===== config.mk =====
export PLATFORM = sky130hd
export DESIGN_NAME = pcm_clock_ctrl
export DESIGN_NICKNAME = d
export VERILOG_FILES = /design/src/pcm_pkg.sv /design/src/pcm_clock_ctrl.sv
export SDC_FILE = /design/constraint.sdc
export NUM_CORES = 1
export LEC_CHECK = 0
export ABC_AREA = 1
export BUFFER_PORTS_ARGS = -buffer_cell sky130_fd_sc_hd__buf_2
export CORE_MARGIN = 3
export CORE_UTILIZATION = 45
export DETAILED_ROUTE_END_ITERATION = 6
export PLACE_DENSITY = 0.7
export SETUP_SLACK_MARGIN = 0.05
export SLEW_MARGIN = 30
export SYNTH_ARGS = -nofsm -noshare
export SYNTH_HDL_FRONTEND = slang
export SYNTH_SLANG_ARGS = --single-unit

===== constraint.sdc =====
create_clock -name pclk -period 3.8 [get_ports pclk]
set_clock_uncertainty 0.15 [all_clocks]
set_input_delay 0.19 -clock pclk [delete_from_list [all_inputs] [get_ports pclk]]
set_output_delay 0.19 -clock pclk [all_outputs]
set_load 0.01 [all_outputs]

===== src/pcm_pkg.sv =====
// Contract
// - Configuration cells read one when fresh or erased; programming clears one cell to zero.
// - Eight clock modes; modes 0-3 step outputs on primary, 4-7 on secondary clock.
// - Modes 2 and 3 never latch inputs; other modes latch all inputs on one gate.
// - Modes 0,4,6 latches transparent while primary clock low; modes 1,5,7 while high.
// - With programming voltage raised, every flip-flop may be forced, then normal operation resumes.
// - A programmed security bit blocks all readout of configuration contents; the status register still reports the three mode bits.
// - Erasure sets the security bit to one along with every other configuration cell.
// - Device enters standby about 100 ns after last transition, leaves on activity.
// - A buried macrocell with a pin still drives that pin with its state.
package pcm_pkg;

    localparam logic [7:0] OFS_CTRL      = 8'h00;
    localparam logic [7:0] OFS_STATUS    = 8'h04;
    localparam logic [7:0] OFS_PROG      = 8'h08;
    localparam logic [7:0] OFS_CFG_ADDR  = 8'h0c;
    localparam logic [7:0] OFS_CFG_DATA  = 8'h10;
    localparam logic [7:0] OFS_PRELOAD   = 8'h14;
    localparam logic [7:0] OFS_MC_STATE  = 8'h18;

    localparam int PROG_BIT_LSB   = 0;
    localparam int PROG_WORD_LSB  = 8;
    localparam int PROG_ERASE_BIT = 31;

    localparam int MODE_WORD      = 0;
    localparam int MODE_LSB       = 0;
    localparam int SEC_WORD       = 0;
    localparam int SEC_BIT        = 8;
    localparam int BURIED_WORD    = 1;

    localparam logic [31:0] CELL_ERASED = 32'hffffffff;
    localparam logic [31:0] CTRL_RST    = 32'h00000000;

    localparam int IDLE_NS        = 100;
    localparam int CLK_PERIOD_NS  = 100;
    localparam int IDLE_CYC_I     = (IDLE_NS + CLK_PERIOD_NS - 1) / CLK_PERIOD_NS;
    localparam logic [3:0] IDLE_CYC = 4'(IDLE_CYC_I < 1 ? 1 : IDLE_CYC_I);

    typedef struct packed {
        logic       standby;
        logic       vpp;
        logic       secured;
        logic [2:0] mode;
    } pcm_status_t;

endpackage

===== src/pcm_clock_ctrl.sv =====
// Design decisions made here: the APB register port and the address map.
`timescale 1ns/10ps
module pcm_clock_ctrl #(
    parameter int DW = 8,
    parameter int CW = 4
) (
    input  wire logic          pclk,            // APB clock, 10 MHz
    input  wire logic          presetn,         // Asynchronous reset, low active
    input  wire logic          psel,            // APB select
    input  wire logic          penable,         // APB enable
    input  wire logic          pwrite,          // APB direction
    input  wire logic [31:0]   paddr,           // APB byte address
    input  wire logic [31:0]   pwdata,          // APB write data
    output logic [31:0]        prdata,          // APB read data
    output logic               pready,          // APB ready
    output logic               pslverr,         // APB error on unmapped address
    input  wire logic          primary_clock,   // Primary clock pin
    input  wire logic          secondary_clock, // Secondary clock pin
    input  wire logic          vpp_high,        // Programming voltage present on test pin
    input  wire logic [DW-1:0] data_in,         // Dedicated and bidirectional inputs
    output logic [DW-1:0]      pin_out,         // Macrocell pin levels
    output logic [DW-1:0]      pin_oe,          // Macrocell pin enables
    output logic               input_latch_gate,// High while input latches are transparent
    output logic               standby,         // Low-power standby state
    output pcm_pkg::pcm_status_t status         // Mode, security and activity summary
);
    import pcm_pkg::*;

    localparam int CWI = (CW > 1) ? $clog2(CW) : 1;
    localparam int SW  = DW + 3;

    function automatic logic hit(input logic [31:0] a, input logic [7:0] ofs);
        hit = (a[31:8] == 24'h000000) && (a[7:0] == ofs);
    endfunction

    logic [SW-1:0]  sync1_r, sync2_r, sync3_r;
    logic [31:0]    cfg_mem_r [CW];
    logic [31:0]    cfg_mem_nxt [CW];
    logic [DW-1:0]  in_latch_r, in_latch_nxt, mc_r, mc_nxt, oe_r, oe_nxt;
    logic [CWI-1:0] cfg_sel_r, cfg_sel_nxt;
    logic [3:0]     idle_r, idle_nxt;
    logic [31:0]    prdata_r, prdata_nxt;
    logic           err_r, err_nxt, gate_r, gate_nxt;

    logic           primary_clock_s, secondary_clock_s, vpp_s, rise1, rise2, step, activity, secured, transparent;
    logic [DW-1:0]  din_s, buried;
    logic [2:0]     mode;
    logic           setup, wr, rd, wr_prog, wr_erase, wr_pre;
    logic [4:0]     prog_bit;
    logic [CWI-1:0] prog_word;

    assign primary_clock_s   = sync2_r[0];
    assign secondary_clock_s   = sync2_r[1];
    assign vpp_s    = sync2_r[2];
    assign din_s    = sync2_r[SW-1:3];
    assign rise1    = primary_clock_s & ~sync3_r[0];
    assign rise2    = secondary_clock_s & ~sync3_r[1];
    assign activity = sync2_r != sync3_r;

    // Mode and security come only from configuration cells.
    assign mode    = cfg_mem_r[MODE_WORD][MODE_LSB +: 3];
    assign secured = ~cfg_mem_r[SEC_WORD][SEC_BIT];
    assign buried  = cfg_mem_r[BURIED_WORD][DW-1:0];

    assign setup     = psel & ~penable;
    assign wr        = psel & penable & pwrite;
    assign rd        = setup & ~pwrite;
    assign wr_prog   = wr & hit(paddr, OFS_PROG) & ~pwdata[PROG_ERASE_BIT];
    assign wr_erase  = wr & hit(paddr, OFS_PROG) & pwdata[PROG_ERASE_BIT];
    assign wr_pre    = wr & hit(paddr, OFS_PRELOAD) & vpp_s;
    assign prog_bit  = pwdata[PROG_BIT_LSB +: 5];
    assign prog_word = pwdata[PROG_WORD_LSB +: CWI];

    // Modes 2 and 3 pass inputs straight through; others gate on primary clock level.
    always_comb begin
        case (mode)
            3'h2, 3'h3:        transparent = 1'b1;
            3'h0, 3'h4, 3'h6:  transparent = ~primary_clock_s;
            default:           transparent = primary_clock_s;
        endcase
    end

    // Pre-load suspends clocked stepping so a forced value is not overwritten.
    assign step = ~vpp_s & (mode[2] ? rise2 : rise1);

    always_comb begin
        for (int i = 0; i < CW; i++) begin
            cfg_mem_nxt[i] = cfg_mem_r[i];
        end
        if (wr_erase) begin
            for (int i = 0; i < CW; i++) begin
                cfg_mem_nxt[i] = CELL_ERASED;
            end
        end else if (wr_prog && (int'(prog_word) < CW)) begin
            cfg_mem_nxt[prog_word][prog_bit] = 1'b0;
        end

        in_latch_nxt = transparent ? din_s : in_latch_r;
        gate_nxt     = transparent;

        if (wr_pre) begin
            mc_nxt = pwdata[DW-1:0];
        end else if (step) begin
            mc_nxt = in_latch_r;
        end else begin
            mc_nxt = mc_r;
        end

        oe_nxt      = (wr && hit(paddr, OFS_CTRL)) ? pwdata[DW-1:0] : oe_r;
        cfg_sel_nxt = (wr && hit(paddr, OFS_CFG_ADDR)) ? pwdata[CWI-1:0] : cfg_sel_r;

        if (activity) begin
            idle_nxt = 4'h0;
        end else if (idle_r < IDLE_CYC) begin
            idle_nxt = idle_r + 4'h1;
        end else begin
            idle_nxt = idle_r;
        end

        // Read data is captured in the setup cycle so it leaves a flip-flop.
        prdata_nxt = prdata_r;
        err_nxt    = err_r;
        if (setup) begin
            prdata_nxt = 32'h00000000;
            err_nxt    = 1'b0;
            if (hit(paddr, OFS_CTRL)) begin
                prdata_nxt[DW-1:0] = oe_r;
            end else if (hit(paddr, OFS_STATUS)) begin
                prdata_nxt[5:0] = status;
            end else if (hit(paddr, OFS_PROG) || hit(paddr, OFS_PRELOAD)) begin
                prdata_nxt = 32'h00000000;
            end else if (hit(paddr, OFS_CFG_ADDR)) begin
                prdata_nxt[CWI-1:0] = cfg_sel_r;
            end else if (hit(paddr, OFS_CFG_DATA)) begin
                prdata_nxt = secured ? 32'h00000000 : cfg_mem_r[cfg_sel_r];
            end else if (hit(paddr, OFS_MC_STATE)) begin
                prdata_nxt[DW-1:0] = mc_r;
            end else begin
                err_nxt = 1'b1;
            end
        end
    end

    always_ff @(posedge pclk or negedge presetn) begin
        if (!presetn) begin
            sync1_r    <= '0;
            sync2_r    <= '0;
            sync3_r    <= '0;
            for (int i = 0; i < CW; i++) begin
                cfg_mem_r[i] <= CELL_ERASED;
            end
            in_latch_r <= '0;
            mc_r       <= '0;
            oe_r       <= CTRL_RST[DW-1:0];
            cfg_sel_r  <= '0;
            idle_r     <= 4'h0;
            prdata_r   <= 32'h00000000;
            err_r      <= 1'b0;
            gate_r     <= 1'b0;
        end else begin
            sync1_r    <= {data_in, vpp_high, secondary_clock, primary_clock};
            sync2_r    <= sync1_r;
            sync3_r    <= sync2_r;
            cfg_mem_r  <= cfg_mem_nxt;
            in_latch_r <= in_latch_nxt;
            mc_r       <= mc_nxt;
            oe_r       <= oe_nxt;
            cfg_sel_r  <= cfg_sel_nxt;
            idle_r     <= idle_nxt;
            prdata_r   <= prdata_nxt;
            err_r      <= err_nxt;
            gate_r     <= gate_nxt;
        end
    end

    assign prdata           = prdata_r;
    assign pready           = 1'b1;
    assign pslverr          = err_r & psel & penable;
    assign pin_out          = mc_r;
    // A buried macrocell keeps its pin driven; the board must leave it open.
    assign pin_oe           = oe_r | buried;
    assign input_latch_gate = gate_r;
    assign standby          = (idle_r >= IDLE_CYC);
    assign status           = '{standby: standby, vpp: vpp_s, secured: secured, mode: mode};
endmodule


==> results of run 1 <==
==> synthesized netlist by cell type, drive strengths merged <==
cell type / count
nand2: 309
o21ai: 194
dfstp: 128
dfrtp: 97
inv: 97
nor2: 72
nor3: 61
nand3: 51
a21oi: 45
buf: 37
clkbuf: 29
xor2: 10
or2: 9
a32o: 7
ha: 5
o2bb2ai: 5
o211ai: 4
mux2: 3
nand4: 3
o21a: 2
o31ai: 2
a21boi: 1
clkinv: 1
conb: 1
nor4: 1
o2111ai: 1
==> power groups by stage <==
stage	registers, mW	clock network [mW]	logic [mW]
after floorplan	2.52	0	0.0880
after global placement	2.52	0	0.236
after detailed placement	2.52	0	0.240
after CTS	2.48	2.41	0.259
after global routing	2.49	2.51	0.285
final	2.48	2.35	0.256
==> area by class of cell <==
class                      count  area [um^2]  area share (%)
tap                          280          350            2.89
clock buffer                  32          682            5.62
multi-input combinational    786         3880            32.0
sequential                   225         5790            47.8
clock inverter                13          128            1.05
timing repair buffer         152          933            7.70
inverter                      98          368            3.03
==> registers in the layout (all words and copies together), names as in the netlist <==
signal / cells
pin_out: 8
prdata: 32
sync1_r: 11
idle_r: 4
status: 3
input_latch_gate: 1
cfg_sel_r: 2
in_latch_r: 8
buried: 8
oe_r: 8
err_r: 1
sync3_r: 11
cfg_mem_r: 117
sync2_r: 11
==> worst register-to-register path: stages (launching register included) <==
cell     delay, ns
dfrtp_2       0.40
inv_1         0.44
buf_4         0.38
nor2_1        0.07
nor2_1        0.15
a21oi_1       0.06
nor2_1        0.15
nand3_1       0.09
nand4_1       0.11
o21a_1        0.13
==> how the worst max path moves through the flow <==
| stage | startpoint | end | slack [ns] | cells past startpoint |
|---|---|---|---|---|
| 5_1_grt | cfg_sel_r[0]$_DFFE_PN0P_ | prdata[6]$_DFFE_PN0P_ | 1.45 | 9 |
| 4_1_cts | idle_r[0]$_DFFE_PN0P_ | status[5] | 1.59 | 5 |
| 3_5_place_dp | paddr[17] | status[1]$_DFFE_PN1P_ | 1.28 | 11 |
| 6_report | idle_r[0]$_DFFE_PN0P_ | status[5] | 1.61 | 5 |
| 3_3_place_gp | paddr[17] | cfg_mem_r[103]$_DFFE_PN1P_ | 1.26 | 11 |
| 2_1_floorplan | status[2]$_DFFE_PN1P_ | pin_out[3]$_DFFE_PN0P_ | 2.06 | 6 |
==> cells by family (layout without fill, tap and decap cells) <==
kind of cell / Yosys count / count (layout) / share of synthesized area, %
flip-flops: 225 / 225 / 55.8
AND/OR/NAND/NOR: 506 / 506 / 20.7
multiplexers: 3 / 3 / 0.326
XOR/XNOR: 10 / 10 / 0.844
adder cells (fa/ha/maj): 5 / 5 / 0.603
buffers and inverters: 164 / 295 / 6.88
AO/OA/AOI/OAI: 261 / 261 / 14.8
other: 1 / 1 / 0.0362
==> per-stage QoR <==
stage | worst slack (ns) | hold slack, ns | power [mW] | area (um^2) | cells
2_1_floorplan | 2.06 | -0.256 | 2.61 | 10400 | 1175
3_3_place_gp | 1.26 | 0.148 | 2.76 | 11100 | 1518
3_5_place_dp | 1.28 | 0.149 | 2.76 | 11100 | 1518
4_1_cts | 1.59 | 0.0247 | 5.15 | 12100 | 1586
5_1_grt | 1.45 | 0.0916 | 5.29 | 12100 | 1586
6_report | 1.61 | 0.0518 | 5.09 | 12100 | 1586
==> routing by layer <==
layer / vias to the layer above / GRT usage [%] / routed length, um
met5: - / 0 / 0
met4: 0 / 7.89 / 843
met3: 60 / 2.79 / 1330
met2: 237 / 33.6 / 12400
met1: 3985 / 28.8 / 11200
li1: 4063 / - / -
==> qor.csv, run 1 <==
metric,value,unit
Max clock buf depth,3,
Required @ worst endpoint,3.46,ns
HPWL after detailed placement,16400,um
Sw Ratio,22.5,%
syn_area_per_cell,8.83,um^2
CTS HTree Levels,1,
final hold vios,0,
GRT overflow,0,
RSZ-0062 raised after global routing,no,
fraction of layout instances using a drive strength above 1,27.9,%
top cell type's share of synthesized area,32.4,%
synth warn,0,
Chip Width,158,um
Setup crit end kind,primary output,
die area,0.0249,mm^2
minimum clock period,2.19,ns
Top delay family on crit path,simple AND/OR/NAND/NOR gates,
combinational power share,5.0,%
clock share of power,46.2,%
FILL cells,1986,
reg2reg end,prdata[6]$_DFFE_PN0P_,
vias in the first global route,8134,
DR DRC count,0,
CTS tree,built,
final worst-path cycle share,57.8,%
Final Max Slew Viols,0,
Final setup viols,0,
antenna violations before repair,0,
"most common cell after layout, fill and taps aside",nand2_1,
PD cells,420,mW/mm^2
R2R depth,9,
Die Y-Extent,158,um
DRT Wirelength,25900,um
Post-CTS Resized,0,
Pint,3.95,mW
hold_buf cts,23,
Detail Route Antenna Nets,0,
WL/cell,16.3,um
R2R setup slack,1.61,ns
Synth cell types,39,
Worst Max-Slew Pin Slew,0.876,ns
IO Count,138,
syn_nets,1260,
Synth area leader,dfstp_2,
Crit path buffers/inverters,2,
via count of the routed design,8345,
"critical path, cell by cell","inv_1, ha_1, nand3_1, or2_2, buf_2",
most frequent cells in the layout,"306 x nand2_1, 140 x o21ai_0, 128 x dfstp_2",
Critical Path Start Type,register,
Sum Neg Setup Slack,0,ns
worst min-delay path class,in2reg,
max cap viols,0,
first-pass GRT wire length,41900,um
Post-Syn Instances,1175,
Mapped Area,0.0104,mm^2
CP max stage delay,0.43,ns
Initial Util,46.7,%
Hold EP,err_r$_DFFE_PN0P_,
CTS Root Cell,clkbuf_16,
Core Box Area,0.0222,mm^2
routability cong.,0.880,
final-stage net count,1373,
# rows,54,
area grow syn2layout,16.9,%
hold path depth,5,
WS Path Type,reg2out,
post-layout util,54.6,%
Seq pwr share,48.8,%
Hold Crit Start,paddr[3],
DRT iter0 DRCs,594,
Lkg Pwr,5.92,nW
drt via density,5.26,
status,"complete, no violations",
Crit-path slowest cell,dfrtp_1,
highest clock rate,456,MHz
diode count,0,
crit path DAT,1.85,ns
setup repair bufs after CTS,0,
clk_lat worst skew,0.51,ns
Seq cells post-synth,225,
TritonRoute pass-1 iters,5,
switching pwr,1.15,mW
r2r startpoint,cfg_sel_r[0]$_DFFE_PN0P_,
synth top area cells,"dfstp_2 32%, dfrtp_1 23%, nand2_1 11%",
largest net degree at the start of global routing,109,
Peak VDD IR,541,uV
Inserted Clock Buffers,25,
sequential cell area fraction in the yosys report,55.8,%
Slew HR,41.4,%
CP Max Fanout,4,
gr usage total,20.8,%
clock sink total,225,
PortBufs,115,
Clock transition at path regs,0.06,ns
(Power assumes the default switching activity.)
==> inputs of run 2 (changes only) <==
Settings changed: PLACE_DENSITY 0.7 to 0.72.
Clock period 3.8 ns to 1.8 ns, I/O delays scaled along.
==> qor.csv, run 2 (synthesis gave the netlist of run 1 again) <==
metric,value,unit,change
final worst-path cycle share,104,%,
WL/cell,16.8,um,was 16.3 um
Setup crit end kind,primary output,,unchanged
Max clock buf depth,3,,unchanged
DR DRC count,0,,unchanged
Slew HR,63.2,%,was 41.4%
Sw Ratio,22.4,%,was 22.5%
Chip Width,158,um,unchanged
combinational power share,5.7,%,was 5.0%
"critical path, cell by cell","inv_2, buf_4, ha_4, or2_4, buf_6",,"was inv_1, ha_1, nand3_1, or2_2, buf_2"
final hold vios,0,,unchanged
HPWL after detailed placement,18100,um,"was 16,400 um"
failing checks,setup timing,,
Die Y-Extent,158,um,unchanged
crit path DAT,1.63,ns,was 1.85 ns
Lkg Pwr,6.39,nW,was 5.92 nW
WS Path Type,reg2out,,unchanged
DRT iter0 DRCs,482,,was 594
PD cells,836,mW/mm^2,was 420 mW/mm^2
PortBufs,115,,unchanged
highest clock rate,534,MHz,
Required @ worst endpoint,1.56,ns,was 3.46 ns
Clock transition at path regs,0.06,ns,about the same
Crit path buffers/inverters,3,,was 2
antenna violations before repair,0,,unchanged
status,"finished, violations left",,"was complete, no violations"
TritonRoute pass-1 iters,7,,was 5
Worst Max-Slew Pin Slew,0.551,ns,was 0.876 ns
cell area after layout,0.0130,mm^2,was 0.0121 mm^2
clk_lat worst skew,0.52,ns,was 0.51 ns
most frequent cells in the layout,"305 x nand2_1, 134 x o21ai_0, 128 x dfstp_2",,"was 306 x nand2_1, 140 x o21ai_0, 128 x dfstp_2"
Pint,8.45,mW,was 3.95 mW
Seq pwr share,48.1,%,was 48.8%
first-pass GRT wire length,44700,um,"was 41,900 um"
DRT Wirelength,27900,um,"was 25,900 um"
IO Count,138,,unchanged
CP Max Fanout,3,,was 4
max cap viols,0,,unchanged
switching pwr,2.45,mW,was 1.15 mW
"most common cell after layout, fill and taps aside",nand2_1,,unchanged
Critical Path Start Type,register,,unchanged
CP max stage delay,0.36,ns,was 0.43 ns
via count of the routed design,8758,,"was 8,345"
placed cell area,0.0116,mm^2,was 0.0111 mm^2
area grow syn2layout,25.6,%,was 16.9%
Crit-path slowest cell,dfrtp_1,,unchanged
clock sink total,225,,unchanged
fraction of layout instances using a drive strength above 1,32.6,%,was 27.9%
Final setup viols,2,,was 0
# rows,54,,unchanged
worst hold slack,0.0160,ns,was 0.0518 ns
Inserted Clock Buffers,25,,unchanged
largest net degree at the start of global routing,59,,was 109
die area,0.0249,mm^2,unchanged
GRT overflow,0,,unchanged
Core Box Area,0.0222,mm^2,unchanged
vias in the first global route,8553,,"was 8,134"
CTS HTree Levels,1,,unchanged
dpl ws,-0.0210,ns,was 1.28 ns
final-stage net count,1452,,"was 1,373"
Top delay family on crit path,flip-flops,,was simple AND/OR/NAND/NOR gates
Peak VDD IR,776,uV,was 541 uV
CTS Root Cell,clkbuf_16,,unchanged
Initial Util,46.7,%,unchanged
CTS tree,built,,unchanged
drt via density,5.26,,about the same
routability cong.,0.922,,was 0.880
diode count,0,,unchanged
worst min-delay path class,in2reg,,unchanged
RSZ-0062 raised after global routing,yes,,was no
clock share of power,46.2,%,about the same
max FFs per register,117,,unchanged
gr usage total,22.3,%,was 20.8%
minimum clock period,1.87,ns,
final worst setup slack,-0.0732,ns,was 1.61 ns
Biggest register,cfg_mem_r,,unchanged
Detail Route Antenna Nets,0,,unchanged
Final Max Slew Viols,0,,unchanged
[run 2: changes by cell type in the layout (fill, tap and decap cells not counted), sizes merged]
cell / delta
buf: +69
clkbuf: +6
clkinv: -3
clkinvlp: +2
dlygate4sd3: +7
inv: -2
[run 2: path summary, 6_finish.rpt]
check | startpoint | slack [ns] | cells after the start | endpoint
worst max register to register | cfg_sel_r[0]$_DFFE_PN0P_ | 0.04 | 10 | prdata[0]$_DFFE_PN0P_
min in group asynchronous | presetn | 0.57 | 3 | sync2_r[8]$_DFF_PN0_
max in group asynchronous | presetn | 0.26 | 4 | cfg_mem_r[127]$_DFFE_PN1P_
worst min register to register | sync1_r[1]$_DFF_PN0_ | 0.20 | 0 | sync2_r[1]$_DFF_PN0_
worst max-delay path | idle_r[1]$_DFFE_PN0P_ | -0.07 | 5 | status[5]
worst min-delay path | penable | 0.02 | 6 | prdata[7]$_DFFE_PN0P_
[run 2: area by class of cell]
type / count / area [um^2]
Inverter: 98 / 375
Fill cell: 1898 / 9200
Clock inverter: 10 / 104
Timing Repair Buffer: 231 / 1740
Clock buffer: 35 / 713
Sequential cell: 225 / 5790
Multi-Input combinational cell: 786 / 3960
Tap cell: 280 / 350
[run 2: timing repair]
action | in CTS | in global routing
buffers inserted | 8 | 10
endpoints found under the setup margin | 3 | 36
endpoints found under the hold margin | 347 | 0
pin swaps | 2 | 9
resized for setup | 9 | 25
gates cloned | 0 | 2
hold buffers | 30 | 0
[run 2: power by group through the flow]
| stage | combinational (mW) | sequential [mW] | clock (mW) |
|---|---|---|---|
| after floorplan | 0.186 | 5.32 | 0 |
| after global placement | 0.550 | 5.32 | 0 |
| after detailed placement | 0.562 | 5.32 | 0 |
| after CTS | 0.613 | 5.24 | 5.11 |
| after global routing | 0.678 | 5.25 | 5.35 |
| final | 0.616 | 5.24 | 5.04 |
[run 2: worst min-delay path: stages]
cell      delay (ns)
buf_2           0.11
inv_1           0.06
nand2_1         0.07
clkinv_1        0.20
nand2_1         0.09
nand2_1         0.05
[run 2: metrics by stage]
stage | setup TNS, ns | power [mW] | util, % | std cells
finish | -0.146 | 10.9 | 58.6 | 1665
global route | -0.317 | 11.3 | 58.6 | 1665
CTS | -0.129 | 11.0 | 57.8 | 1654
detailed placement | -0.0299 | 5.88 | 52.3 | 1571
global placement | 0 | 5.87 | 52.3 | 1571
floorplan | 0 | 5.51 | - | 1175
[run 2: layer usage]
| metal | GRT usage [%] | vias to the layer above | wire (um) |
|---|---|---|---|
| li1 | - | 4215 | - |
| met1 | 30.5 | 4248 | 11900 |
| met2 | 38.0 | 254 | 14000 |
| met3 | 2.76 | 41 | 1540 |
| met4 | 5.29 | 0 | 478 |
| met5 | 0 | - | 0 |
==> inputs of run 3 (changes only) <==
Settings changed: REMOVE_ABC_BUFFERS from default to 1.
==> qor.csv, run 3 (synthesis gave the netlist of run 1 again) <==
metric,value,unit,change
max cap viols,0,,unchanged
WL/cell,16.5,um,was 16.8 um
CTS HTree Levels,1,,unchanged
clk_lat worst skew,0.51,ns,was 0.52 ns
Required @ worst endpoint,1.56,ns,about the same
status,"finished, violations left",,unchanged
Biggest register,cfg_mem_r,,unchanged
WS Path Type,reg2out,,unchanged
multi-input logic area,0.00393,mm^2,was 0.00396 mm^2
HPWL after detailed placement,17900,um,"was 18,100 um"
DRT Wirelength,27100,um,"was 27,900 um"
CTS Root Cell,clkbuf_16,,unchanged
clock sink total,225,,unchanged
highest routed layer,met4,,unchanged
Chip Width,158,um,unchanged
most frequent cells in the layout,"306 x nand2_1, 137 x o21ai_0, 128 x dfstp_2",,"was 305 x nand2_1, 134 x o21ai_0, 128 x dfstp_2"
Clock transition at path regs,0.06,ns,about the same
Setup crit start,idle_r[0]$_DFFE_PN0P_,,was idle_r[1]$_DFFE_PN0P_
failing checks,setup timing,,unchanged
DR DRC count,0,,unchanged
Die Y-Extent,158,um,unchanged
gr usage total,21.8,%,was 22.3%
drt via density,5.28,,was 5.26
FILL cells,1883,,"was 1,898"
DRT iter0 DRCs,677,,was 482
Worst Max-Slew Pin Slew,0.493,ns,was 0.551 ns
via count of the routed design,8693,,"was 8,758"
IO Count,138,,unchanged
Critical Path Start Type,register,,unchanged
CP max stage delay,0.40,ns,was 0.36 ns
# rows,54,,unchanged
Crit-path slowest cell,dfrtp_1,,unchanged
diode count,0,,unchanged
WP depth,4,,was 5
final worst-path cycle share,102,%,was 104%
Final Max Slew Viols,0,,unchanged
Slew HR,66.9,%,was 63.2%
wire length on met1,11600,um,"was 11,900 um"
minimum clock period,1.84,ns,was 1.87 ns
Initial Util,46.7,%,unchanged
R2R depth,9,,was 10
reg2reg end,prdata[7]$_DFFE_PN0P_,,was prdata[0]$_DFFE_PN0P_
largest net degree at the start of global routing,67,,was 59
RSZ-0062 raised after global routing,yes,,unchanged
TritonRoute pass-1 iters,5,,was 7
Top delay family on crit path,flip-flops,,unchanged
Lkg Pwr,6.32,nW,was 6.39 nW
routability cong.,0.895,,was 0.922
die area,0.0249,mm^2,unchanged
metal3 WL,1710,um,was 1540 um
"most common cell after layout, fill and taps aside",nand2_1,,unchanged
highest clock rate,543,MHz,was 534 MHz
worst setup path end,standby,,was status[5]
CTS tree,built,,unchanged
worst min-delay path class,in2reg,,unchanged
Core Box Area,0.0222,mm^2,unchanged
Inserted Clock Buffers,24,,was 25
Max clock buf depth,3,,unchanged
max FFs per register,117,,unchanged
fraction of layout instances using a drive strength above 1,31.6,%,was 32.6%
first-pass GRT wire length,43900,um,"was 44,700 um"
WL met2,13200,um,"was 14,000 um"
area grow syn2layout,24.1,%,was 25.6%
final worst setup slack,-0.0428,ns,was -0.0732 ns
worst hold slack,0.0151,ns,was 0.0160 ns
final hold vios,0,,unchanged
Register Area,0.00579,mm^2,unchanged
final-stage net count,1433,,"was 1,452"
Detail Route Antenna Nets,0,,unchanged
CP Max Fanout,3,,unchanged
PD cells,854,mW/mm^2,was 836 mW/mm^2
Tot Pwr,11.0,mW,was 10.9 mW
Crit path buffers/inverters,2,,was 3
Final setup viols,2,,unchanged
antenna violations before repair,0,,unchanged
Peak VDD IR,667,uV,was 776 uV
GRT overflow,0,,unchanged
Setup crit end kind,primary output,,unchanged
R2R setup slack,0.14,ns,was 0.04 ns
vias in the first global route,8683,,"was 8,553"
PortBufs,115,,unchanged
crit path DAT,1.60,ns,was 1.63 ns
"most used cell, CP",buf_6,,
r2r startpoint,cfg_sel_r[0]$_DFFE_PN0P_,,unchanged
"critical path, cell by cell","buf_6, ha_2, or2_4, buf_6",,"was inv_2, buf_4, ha_4, or2_4, buf_6"
==> run 3: changes by cell type in the layout (fill, tap and decap cells not counted), sizes merged <==
cell	before	now
dlygate4sd3	30	27
clkinv	7	5
bufinv	2	3
clkinvlp	4	1
clkbuf	38	36
buf	198	185
inv	95	97
==> run 3: routing by layer <==
metal / track usage, % / up-vias
li1: - / 4198
met1: 29.9 / 4198
met2: 36.1 / 242
met3: 3.25 / 55
met4: 6.65 / 0
met5: 0 / -
==> run 3: worst min-delay path: cells and delay by family <==
family | cells | cell delay, ns
buf+inv | 2 | 0.21
simple gates | 4 | 0.24
compound gates | 1 | 0.10
==> run 3: power breakdown <==
group / switching, mW / internal, mW / leakage, nW / total (mW)
registers: 0.0702 / 5.17 / 2.56 / 5.24
clock network: 1.98 / 3.17 / 0.409 / 5.16
logic: 0.364 / 0.228 / 3.34 / 0.592
total: 2.42 / 8.57 / 6.32 / 11.0
==> run 3: worst min path at each step <==
| stage | start | endpoint | slack [ns] | depth (start not counted) |
|---|---|---|---|---|
| after floorplan | presetn | cfg_sel_r[0]$_DFFE_PN0P_ | -0.36 | 0 |
| after global placement | presetn | sync2_r[3]$_DFF_PN0_ | -0.16 | 1 |
| after detailed placement | presetn | sync2_r[3]$_DFF_PN0_ | -0.16 | 1 |
| after CTS | paddr[0] | prdata[4]$_DFFE_PN0P_ | 0.01 | 7 |
| after global routing | paddr[1] | prdata[4]$_DFFE_PN0P_ | 0.06 | 7 |
| final | paddr[1] | prdata[4]$_DFFE_PN0P_ | 0.02 | 7 |
==> run 3: timing repair <==
action	CTS	global route
buffers inserted	4	5
setup endpoints to repair	3	28
endpoints found under the hold margin	386	0
resized for setup	7	20
hold buffers	27	0
cloned	0	1
pin swaps	3	4
==> run 3: metrics by stage <==
step	setup WS [ns]	util, %	TNS, ns	area (um^2)	instances
after floorplan	-1.51	-	-209.89	10000	1109
after global placement	0.0399	52.2	0	11600	1565
after detailed placement	-0.0308	52.2	-0.0703	11600	1565
after CTS	-0.0556	57.4	-0.111	12800	1639
after global routing	-0.0948	57.9	-0.186	12900	1645
final	-0.0428	57.9	-0.0807	12900	1645
==> run 3: final cells by class <==
cell class              count  share of cell area [%]
inverters                  98                    2.90
repair buffers            213                    12.4
multi-input cells         786                    30.5
clock inverters             8                   0.943
well taps                 280                    2.72
flip-flops and latches    225                    45.0
clock buffers              35                    5.54
